--- src/core/rta_pkg.sv ---
// Behaviour
// - Run bit high: count each oscillator cycle
// - Run control lives at control bit 4
// - Counter wraps to zero and keeps counting
// - Set and capture work while counter runs
// - Set bit loads holding value, self-clears
// - Capture bit snapshots counter, self-clears
// - Alarm event when count equals compare value
// - Auto reset clears count one cycle later
// - Bit 2 reads alarm flag, writes auto reset
// - Flag lasts one cycle, interrupt latched
// - Alarm drives wake-up, interrupt, or both
// - Alarm enable at bit 3 gates events
// - Clearing alarm enable clears alarm flag
// - Re-enable without new compare waits wrap
// - Bit 7 enables oscillator and bias
// - Bit 6 enables missing clock detector
// - Oscillator fail flag sticky until cleared
// - Four holding bytes at 0x00 to 0x03
// - Missing clock after 100 us stuck level
`default_nettype none
package rta_pkg;
  // ----------------------------------------
  // Register map
  // ----------------------------------------
  localparam logic [2:0] ADDR_HOLD0 = 3'h0;
  localparam logic [2:0] ADDR_HOLD1 = 3'h1;
  localparam logic [2:0] ADDR_HOLD2 = 3'h2;
  localparam logic [2:0] ADDR_HOLD3 = 3'h3;
  localparam logic [2:0] ADDR_CTRL = 3'h4;
  localparam logic [2:0] ADDR_OSC = 3'h5;
  // ----------------------------------------
  // Control fields
  // ----------------------------------------
  localparam int CTL_OSC_EN = 7;
  localparam int CTL_MCD_EN = 6;
  localparam int CTL_OSC_FAIL = 5;
  localparam int CTL_RUN = 4;
  localparam int CTL_AEN = 3;
  localparam int CTL_ALARM = 2;
  localparam int CTL_SET = 1;
  localparam int CTL_CAP = 0;
  // ----------------------------------------
  // Oscillator control fields
  // ----------------------------------------
  localparam int OSC_AGC = 7;
  localparam int OSC_XMODE = 6;
  localparam int OSC_BIAS2 = 5;
  localparam int OSC_VALID = 4;
  // ----------------------------------------
  // Reset values
  // ----------------------------------------
  localparam logic [31:0] HOLD_RST = 32'h0000_0000;
  localparam logic [31:0] COUNT_RST = 32'h0000_0000;
  localparam logic [7:0] RDATA_RST = 8'h00;
  localparam logic [2:0] OSC_RST = 3'h0;
  // ----------------------------------------
  // Timing
  // ----------------------------------------
  localparam int CLK_MHZ = 100;
  localparam int MCD_TIME_US = 100;
  localparam int MCD_CYCLES = MCD_TIME_US * CLK_MHZ;
  localparam int MCD_CNT_W = 14;
endpackage
`default_nettype wire

--- src/core/rta_osc_if.sv ---
`timescale 1ns/100ps
`default_nettype none
interface rta_osc_if;
  logic tick;
  logic timeout;
  logic clk_valid;
  logic mcd_enable;
  modport det (
    output tick,
    output timeout,
    output clk_valid,
    input mcd_enable
  );
  modport core (
    input tick,
    input timeout,
    input clk_valid,
    output mcd_enable
  );
endinterface
`default_nettype wire

--- src/core/rta_timer_alarm.sv ---
`timescale 1ns/100ps
`default_nettype none
module rta_timer_alarm #(
  parameter int unsigned MCD_LIMIT = rta_pkg::MCD_CYCLES
) (
  // Clock and reset
  input wire logic clk_in,
  input wire logic sys_rst_in,
  // Register port
  input wire logic [2:0] reg_addr_in,
  input wire logic reg_wr_in,
  input wire logic [7:0] reg_wdata_in,
  output logic [7:0] reg_rdata_out,
  // Oscillator pins
  input wire logic osc_clk_in,
  input wire logic crystal_valid_in,
  // Alarm configuration
  input wire logic [31:0] alarm_compare_in,
  input wire logic irq_enable_in,
  input wire logic wake_enable_in,
  input wire logic irq_clear_in,
  // Oscillator controls
  output logic osc_enable_out,
  output logic agc_enable_out,
  output logic xtal_mode_out,
  output logic bias_double_out,
  // Events
  output logic alarm_irq_out,
  output logic alarm_wake_out,
  output logic osc_fail_out
);
  typedef struct packed {
    logic [31:0] hold;
    logic [31:0] count;
    logic osc_en;
    logic mcd_en;
    logic osc_fail;
    logic run;
    logic aen;
    logic autorst;
    logic set_req;
    logic cap_req;
    logic alarm_flag;
    logic irq;
    logic wake;
    logic [2:0] xosc;
    logic [7:0] rdata;
  } rta_st_t;

  rta_st_t st_r;
  rta_st_t st_nxt;
  logic [31:0] newc;
  logic ctl_wr;
  logic alarm_ev;

  rta_osc_if osc ();

  rta_osc_det #(
    .LIMIT(MCD_LIMIT)
  ) u_det (
    .clk_in(clk_in),
    .sys_rst_in(sys_rst_in),
    .osc_clk_in(osc_clk_in),
    .crystal_valid_in(crystal_valid_in),
    .osc(osc)
  );

  assign osc.mcd_enable = st_r.mcd_en;

  function automatic logic [7:0] hold_byte(input logic [31:0] v,
                                           input logic [1:0] idx);
    hold_byte = v[8*idx +: 8];
  endfunction

  // ----------------------------------------
  // Next state
  // ----------------------------------------
  always_comb begin
    st_nxt = st_r;
    newc = st_r.count;
    alarm_ev = 1'b0;
    ctl_wr = reg_wr_in && (reg_addr_in == rta_pkg::ADDR_CTRL);
    st_nxt.wake = 1'b0;

    // Host byte write first, so a same-cycle capture wins
    if (reg_wr_in && !reg_addr_in[2]) begin
      st_nxt.hold[8*reg_addr_in[1:0] +: 8] = reg_wdata_in;
    end

    // Oscillator-cycle work; requests finish only here
    if (osc.tick) begin
      if (st_r.set_req) begin
        newc = st_r.hold;
        st_nxt.set_req = 1'b0;
      end else if (st_r.alarm_flag && st_r.autorst) begin
        newc = rta_pkg::COUNT_RST;
      end else if (st_r.run) begin
        newc = st_r.count + 32'h0000_0001;
      end
      if (st_r.cap_req) begin
        st_nxt.hold = st_r.count;
        st_nxt.cap_req = 1'b0;
      end
      st_nxt.count = newc;
      // Only a change onto the compare value fires, so a held
      // count or a bare re-enable waits for the next pass
      alarm_ev = st_r.aen && (newc == alarm_compare_in) &&
                 (newc != st_r.count);
      st_nxt.alarm_flag = alarm_ev;
    end

    // Host control writes
    if (ctl_wr) begin
      st_nxt.osc_en = reg_wdata_in[rta_pkg::CTL_OSC_EN];
      st_nxt.mcd_en = reg_wdata_in[rta_pkg::CTL_MCD_EN];
      st_nxt.run = reg_wdata_in[rta_pkg::CTL_RUN];
      st_nxt.aen = reg_wdata_in[rta_pkg::CTL_AEN];
      st_nxt.autorst = reg_wdata_in[rta_pkg::CTL_ALARM];
      st_nxt.set_req = st_nxt.set_req |
                       reg_wdata_in[rta_pkg::CTL_SET];
      st_nxt.cap_req = st_nxt.cap_req |
                       reg_wdata_in[rta_pkg::CTL_CAP];
      if (!reg_wdata_in[rta_pkg::CTL_OSC_FAIL]) begin
        st_nxt.osc_fail = 1'b0;
      end
      if (!reg_wdata_in[rta_pkg::CTL_AEN]) begin
        st_nxt.alarm_flag = 1'b0;
      end
    end
    if (reg_wr_in && (reg_addr_in == rta_pkg::ADDR_OSC)) begin
      st_nxt.xosc = reg_wdata_in[rta_pkg::OSC_AGC:rta_pkg::OSC_BIAS2];
    end

    // Detector timeout beats a same-cycle software clear
    if (osc.timeout) begin
      st_nxt.osc_fail = 1'b1;
    end

    // Event outlives the flag; set wins over clear
    if (irq_clear_in) begin
      st_nxt.irq = 1'b0;
    end
    if (alarm_ev && irq_enable_in) begin
      st_nxt.irq = 1'b1;
    end
    st_nxt.wake = alarm_ev && wake_enable_in;

    // Read mux, one cycle latency
    case (reg_addr_in)
      rta_pkg::ADDR_HOLD0,
      rta_pkg::ADDR_HOLD1,
      rta_pkg::ADDR_HOLD2,
      rta_pkg::ADDR_HOLD3: begin
        st_nxt.rdata = hold_byte(st_r.hold, reg_addr_in[1:0]);
      end
      rta_pkg::ADDR_CTRL: begin
        st_nxt.rdata = {st_r.osc_en, st_r.mcd_en, st_r.osc_fail,
                        st_r.run, st_r.aen, st_r.alarm_flag,
                        st_r.set_req, st_r.cap_req};
      end
      rta_pkg::ADDR_OSC: begin
        // Crystal valid is raw; meaningless early after enable
        st_nxt.rdata = {st_r.xosc, osc.clk_valid, 4'h0};
      end
      default: begin
        st_nxt.rdata = rta_pkg::RDATA_RST;
      end
    endcase
  end

  // ----------------------------------------
  // State register
  // ----------------------------------------
  always_ff @(posedge clk_in) begin
    if (sys_rst_in) begin
      st_r <= '0;
      st_r.hold <= rta_pkg::HOLD_RST;
      st_r.count <= rta_pkg::COUNT_RST;
      st_r.xosc <= rta_pkg::OSC_RST;
      st_r.rdata <= rta_pkg::RDATA_RST;
    end else begin
      st_r <= st_nxt;
    end
  end

  assign reg_rdata_out = st_r.rdata;
  assign osc_enable_out = st_r.osc_en;
  assign agc_enable_out = st_r.xosc[2];
  assign xtal_mode_out = st_r.xosc[1];
  assign bias_double_out = st_r.xosc[0];
  assign alarm_irq_out = st_r.irq;
  assign alarm_wake_out = st_r.wake;
  assign osc_fail_out = st_r.osc_fail;
endmodule
`default_nettype wire

--- src/core/rta_osc_det.sv ---
`timescale 1ns/100ps
`default_nettype none
module rta_osc_det #(
  parameter int unsigned LIMIT = rta_pkg::MCD_CYCLES
) (
  // Clock and reset
  input wire logic clk_in,
  input wire logic sys_rst_in,
  // Pins
  input wire logic osc_clk_in,
  input wire logic crystal_valid_in,
  // Core side
  rta_osc_if.det osc
);
  localparam int W = rta_pkg::MCD_CNT_W;
  localparam logic [W-1:0] LIM = W'(LIMIT);

  typedef struct packed {
    logic s1;
    logic s2;
    logic s3;
    logic v1;
    logic v2;
    logic [W-1:0] cnt;
    logic tick;
    logic timeout;
  } rta_det_st_t;

  rta_det_st_t st_r;
  rta_det_st_t st_nxt;
  logic edge_seen;

  // ----------------------------------------
  // Synchronise, find edges, time stuck levels
  // ----------------------------------------
  always_comb begin
    st_nxt = st_r;
    st_nxt.s1 = osc_clk_in;
    st_nxt.s2 = st_r.s1;
    st_nxt.s3 = st_r.s2;
    st_nxt.v1 = crystal_valid_in;
    st_nxt.v2 = st_r.v1;
    edge_seen = st_r.s2 ^ st_r.s3;
    st_nxt.tick = st_r.s2 & ~st_r.s3;
    st_nxt.timeout = 1'b0;
    // One-shot: counter parks at the limit until an edge returns
    if (!osc.mcd_enable || edge_seen) begin
      st_nxt.cnt = '0;
    end else if (st_r.cnt != LIM) begin
      st_nxt.cnt = st_r.cnt + W'(1);
      st_nxt.timeout = (st_nxt.cnt == LIM);
    end
  end

  always_ff @(posedge clk_in) begin
    if (sys_rst_in) begin
      st_r <= '0;
    end else begin
      st_r <= st_nxt;
    end
  end

  assign osc.tick = st_r.tick;
  assign osc.timeout = st_r.timeout;
  assign osc.clk_valid = st_r.v2;
endmodule
`default_nettype wire

--- config.mk ---
export PLATFORM = sky130hd
export DESIGN_NAME = rta_timer_alarm
export DESIGN_NICKNAME = d
export VERILOG_FILES = /design/src/core/rta_pkg.sv /design/src/core/rta_osc_if.sv /design/src/core/rta_timer_alarm.sv /design/src/core/rta_osc_det.sv
export SDC_FILE = /design/constraint.sdc
export NUM_CORES = 1
export LEC_CHECK = 0
export ABC_AREA = 1
export BUFFER_PORTS_ARGS = -buffer_cell sky130_fd_sc_hd__buf_2
export CORE_MARGIN = 4
export CORE_UTILIZATION = 45
export DETAILED_ROUTE_END_ITERATION = 8
export PLACE_DENSITY_LB_ADDON = 0.2
export SYNTH_ARGS = -nofsm -noshare
export SYNTH_HDL_FRONTEND = slang
export SYNTH_SLANG_ARGS = --single-unit
--- constraint.sdc ---
create_clock -name clk_in -period 2.9 [get_ports clk_in]
set_input_delay 0.145 -clock clk_in [delete_from_list [all_inputs] [get_ports clk_in]]
set_output_delay 0.145 -clock clk_in [all_outputs]
set_load 0.005 [all_outputs]
Word level (Yosys, flattened, before mapping)
Cells that the tools add are included.
Cells by class
  equal/unequal tests: 10
  divide/modulo/power cells: 0
  reductions and logical operators: 18
  $mul: 0
  multiplexer cells: 17
  shift-type cells: 3
  add/subtract/negate cells: 3
  bitwise logic cells: 6
  magnitude comparators: 0
Operators with widths (number)
  32-bit 2-to-1 mux: 6
  64-bit 2-to-1 mux: 1
  5-bit negation with 34-bit output: 1
  8-bit by 34-bit variable shift with 32-bit output (first input constant): 1
  8-bit by 34-bit indexed part select with 32-bit output: 1
  32-bit by 1-bit adder with 32-bit output (second input constant): 1
  32-bit bitwise mux: 1
  32-bit equality test: 1
  32-bit != test: 1
  32-bit by 6-bit indexed part select with 8-bit output: 1
  8-bit case mux with 3 select lines: 1
  14-bit by 1-bit adder with 14-bit output (second input constant): 1
  14-bit equality test (second input constant): 1
  14-bit != test (second input constant): 1
  1-bit logical AND: 8
  7-bit 2-to-1 mux: 1
  3-bit by 2-bit equality test with 1-bit output (second input constant): 2
  3-bit equality test (second input constant): 2
  1-bit 2-to-1 mux: 6
  2-bit nonzero test: 2
  4-bit OR reduction: 1
  3-bit by 1-bit equality test with 1-bit output (second input constant): 1
  3-bit zero test: 1
  3-bit 2-to-1 mux: 1
  10 further kinds: 13
Storage, ports and cells
  logic and storage cells: 80
  memory bits (writable): 0
  input port bits: 51
  register bits after elaboration: 107
  latch bits: 0
  memories kept: 0
  memory bits (read-only): 0
  output and inout bits: 15

Depth between registers and ports, before layout
  depth in word-level cells: 12
  mapped depth: 19
  depth with buffers taken out: 19

By module
From an unflattened synthesis, not the netlist that was laid out.
Unflattened totals
  cell total of the unflattened synthesis: 1282
  area, all modules: 7649.8 um^2
By module, submodules not included
  rta_timer_alarm: sequential area each 1721.7 um^2, cells an instance 1127, area an instance 6580.1 um^2, times used 1
  rta_osc_det: sequential area each 420.4 um^2, cells an instance 155, area an instance 1069.8 um^2, times used 1

Worst setup path before layout
No wires, ideal clock.
  path kind: register -> register
  start: reg st_r[23] (netlist bit)
  end: reg st_r, in the netlist alarm_irq_out
  period minus slack after synthesis: 2.057 ns
  data required time: 2.833 ns
  library setup time: 0.067 ns
  data arrival time: 1.990 ns
  cell stages (with the launch flop): 15
  path buffers: 0
  slack: 0.843 ns
  path through: dfxtp_1 ha_1 nand2_1 nor2_4 nand3_4 o21ai_0 nand3_2 nand2_2 xnor2_1 o21ai_1 nor2_1 nand3_1 nor2_2 nand3_1 a21oi_2
On the way
  longest elaborated chain between the ends: 11
  elaborated cells on any way between the ends: 13
  classes of those cells: add/sub: 1; eq/ne: 2; mux: 6; reduce/logical: 4
Ends and longest elaborated chain
  start: declaration: line rta_timer_alarm.sv:50  | rta_st_t st_r;
  start signal: assignment: line rta_timer_alarm.sv:182  | st_r <= st_nxt;
  32-bit by 1-bit adder with 32-bit output: line rta_timer_alarm.sv:98  | newc = st_r.count + 32'h0000_0001;
  32-bit 2-to-1 mux: line rta_timer_alarm.sv:97  | end else if (st_r.run) begin
  32-bit 2-to-1 mux: line rta_timer_alarm.sv:95  | end else if (st_r.alarm_flag && st_r.autorst) begin
  32-bit 2-to-1 mux: line rta_timer_alarm.sv:92  | if (st_r.set_req) begin
  32-bit 2-to-1 mux: line rta_timer_alarm.sv:91  | if (osc.tick) begin
  32-bit equality test: line rta_timer_alarm.sv:107  | alarm_ev = st_r.aen && (newc == alarm_compare_in) &&
  1-bit logical AND: line rta_timer_alarm.sv:107
  1-bit logical AND (*): line rta_timer_alarm.sv:107
  1-bit 2-to-1 mux (*): line rta_timer_alarm.sv:91
  1-bit logical AND (*): line rta_timer_alarm.sv:143  | if (alarm_ev && irq_enable_in) begin
  1-bit 2-to-1 mux or 2-bit nonzero test (tied branches)
Mark *: on every way between the ends. The rest lies on a longest branch, timed or not. The select of a mux whose other input is x is not followed.
A chain may end at the register's enable or synchronous reset.

Worst setup path after layout
  start: reg st_r[37] (netlist bit)
  end: reg st_r, in the netlist alarm_irq_out
The elaborated chain is that of the path after synthesis.

==> impl_metrics.json <==
{
  "status": "finished clean",
  "timing.final.ws_setup_ps": 246,
  "drt_wl_total_mm": 23.4,
  "wl_met2_mm": 9.97,
  "ys_ff_latch": 107,
  "cts_sinks": 107,
  "cts-root-buf": "clkbuf_16",
  "cp_slowest_stage_delay_ps": 510,
  "drc_errors": 0,
  "drtIter0Drc": 830,
  "grt_max_degree": 71,
  "p_per_area_nw_per_um2": 393,
  "syn-num-nets": 1263,
  "ys.flop_type": "dfxtp_1",
  "cp-start-kind": "flop",
  "max_freq_mhz": 377,
  "insertion_delay_ps": 370,
  "rows": 46,
  "tightestPinTransition_ps": 828,
  "cap_violations": 0,
  "synthArstFlopShare": 0,
  "multi_input_area_sq_um": 4290,
  "vias": 7960,
  "crit_arrival_ps": 2950,
  "path_class": "reg -> reg",
  "route.met3.wl_mm": 2.11,
  "highest_layer": "met4",
  "critPathCaptureType": "flop",
  "clock-skew-final_ps": 7.32,
  "antenna_found_initial": 0,
  "cts_max_level": 3,
  "cp_max_fo": 6,
  "yosysUniqueCellTypes": 40,
  "maxSlewViolCount": 0,
  "synth_edf_count": 0,
  "ant_nets": 0,
  "drive_gt1_frac": 0.122,
  "yosysWarnings": 0,
  "wl_per_cell_um": 15.9,
  "cts_tree": "yes",
  "core_region_area_sq_um": 15900,
  "fin_nets": 1314,
  "die_h_um": 136,
  "fp.dieArea_sq_um": 18500,
  "final_hold_viol_count": 0,
  "cp_num_buf_inv": 1,
  "first_global_vias": 7006,
  "yosysTopAreaCell": "dfxtp_1",
  "setup-violations-final": 0,
  "syn_to_final_growth_pct": 11.8,
  "setup-tns-final_ps": 0,
  "critPathTopFamily": "simple AND/OR/NAND/NOR gates",
  "syn_inst": 1203,
  "gp_congestion": 0.983,
  "cts_buffers": 9,
  "grt_usage": 0.255,
  "drtPass1Iterations": 6,
  "vias_per_cell": 5.40,
  "vdd_ir_drop_max_mv": 0.296,
  "postCtsSetupBuffers": 0,
  "io_buffers": 65,
  "dp.final_hpwl_mm": 18.2,
  "grt_remaining_overflow": 0,
  "final-seq-area_sq_um": 2140,
  "die_w_um": 136,
  "worstPathRequired_ps": 3200,
  "seq_area_frac_synth": 0.291,
  "synth.avg_cell_area_sq_um": 6.11,
  "grt_pass1_wl_mm": 36.7,
  "synth_top_cell_area_share": 0.291,
  "io_pins": 66,
  "place_ws_ps": 227,
  "initial_core_util": 0.461,
  "yosysMostFrequentCell": "nand2_1",
  "wl_met1_mm": 10.6,
  "fillers": 1744,
  "syn_area_sq_um": 7360,
  "fin_crit_ps": 2650,
  "synthTopCellsByCount": "nand2_1, inv_1, nand3_1, nor2_1, dfxtp_1",
  "cts.path.max_buffers": 2,
  "cp_cell_sequence": "nand2_1 -> inv_1 -> nand3_1 -> nor2_1 -> nand2_2 -> nand2_1 -> nand3_2 -> nand2_2 -> nand2_2 -> a21oi_2 -> nand2_1 -> nor2_1 -> nand3_1 -> nor2_2 -> nand3_1 -> a21oi_2",
  "antennaDiodeCount": 0,
  "clk_pin_slew_ps": 80,
  "rsz0062_at_grt": "false",
  "synth_area_leaders": "dfxtp_1, nand2_1, inv_1, nand3_1, o21ai_0",
  "p_leak_uw": 0.00393,
  "min-delay-path-class": "in -> reg",
  "slowest_stage": "dfxtp_1",
  "timing.final.crit_share": 0.915,
  "slew_headroom": 0.448
}
-- layout by cell type, fill, tap and decap left out, types with 4 or more instances in the layout --
cell and instances:
nand3b_1 14, inv_2 7, nand4_1 30, nand2_1 287, dfxtp_1 105, nor4_1 4, xor2_1 15, ha_1 8
nor3_1 8, a221oi_1 11, xnor2_1 4, buf_2 65, nor2_1 112, nor2_4 6, nand2_2 14, nor2_2 4
nand3_2 9, o21a_1 4, inv_1 174, buf_4 23, clkbuf_16 9, nand3_1 117, o21ai_0 92, o21ai_1 9
o211ai_1 8, a21oi_1 86
-- cells by family after synthesis --
logic type	after synthesis	synth area share
xor gates and xnor gates	19	0.0226
buffers and inverters	233	0.125
DFF	107	0.291
adders and majority gates	9	0.0153
and+or+nand+nor	609	0.377
AOI/OAI and AO/OA	226	0.169
-- layer usage --
metal  global-route usage  up-vias
met5                    0        -
met4               0.0873        0
met3               0.0607       51
met2                0.378      351
met1                0.363     3537
li1                     -     4021
-- path summary, 6_finish.rpt --
check | startpoint | endpoint | slack (ps) | depth (start not counted)
hold / removal | wake_enable_in | alarm_wake_out | 20 | 3
hold reg to reg | u_det.st_nxt[16] | u_det.osc.clk_valid | 410 | 2
setup reg to reg | st_r[37] | alarm_irq_out | 250 | 16
setup / recovery | st_r[37] | alarm_irq_out | 250 | 16
-- report_power, final --
group / internal [uW] / switching [uW]
Combinational: 145 / 284
Sequential: 1500 / 35.9
Clock: 633 / 634
Total: 2280 / 955
-- flip-flops by register name (all words and copies together) (netlist names), 3 cells and up --
signal and cells:
u_det.st_r 15, reg_rdata_out 8, st_r 70, u_det.st_nxt 3
-- what timing repair did --
action,CTS,global route
gates resized for setup,0,3
endpoints found under the setup margin,0,3
hold buffers,2,0
endpoints found under the hold margin,2,0
-- layout make-up --
type / instances / share of cell area
clock buffers: 10 / 0.0291
inverters: 183 / 0.0835
repair buffers: 90 / 0.0630
flip-flops and latches: 107 / 0.261
well taps: 216 / 0.0329
clock inverters: 6 / 0.00837
multi-input cells: 863 / 0.522
-- worst register-to-register path, cell delays in order (launching register included) --
cell	delay, ps
dfxtp_1	510
nand2_1	140
inv_1	100
nand3_1	100
nor2_1	260
nand2_2	130
nand2_1	80
nand3_2	90
nand2_2	100
nand2_2	60
a21oi_2	130
nand2_1	110
nor2_1	230
nand3_1	120
nor2_2	180
nand3_1	110
a21oi_2	120
-- through the flow --
step | instances | util | cell area (sq um) | total power (uW) | hold WS, ps
after floorplan | 1203 | - | 7360 | 1830 | 252
after global routing | 1475 | 0.516 | 8220 | 3370 | 21.6
after global placement | 1457 | 0.495 | 7890 | 1990 | 351
after detailed placement | 1457 | 0.495 | 7890 | 1990 | 358
final | 1475 | 0.516 | 8220 | 3230 | 18.8
after CTS | 1475 | 0.515 | 8220 | 3260 | 14.7
No activity file was read; power rests on OpenSTA's default activity.
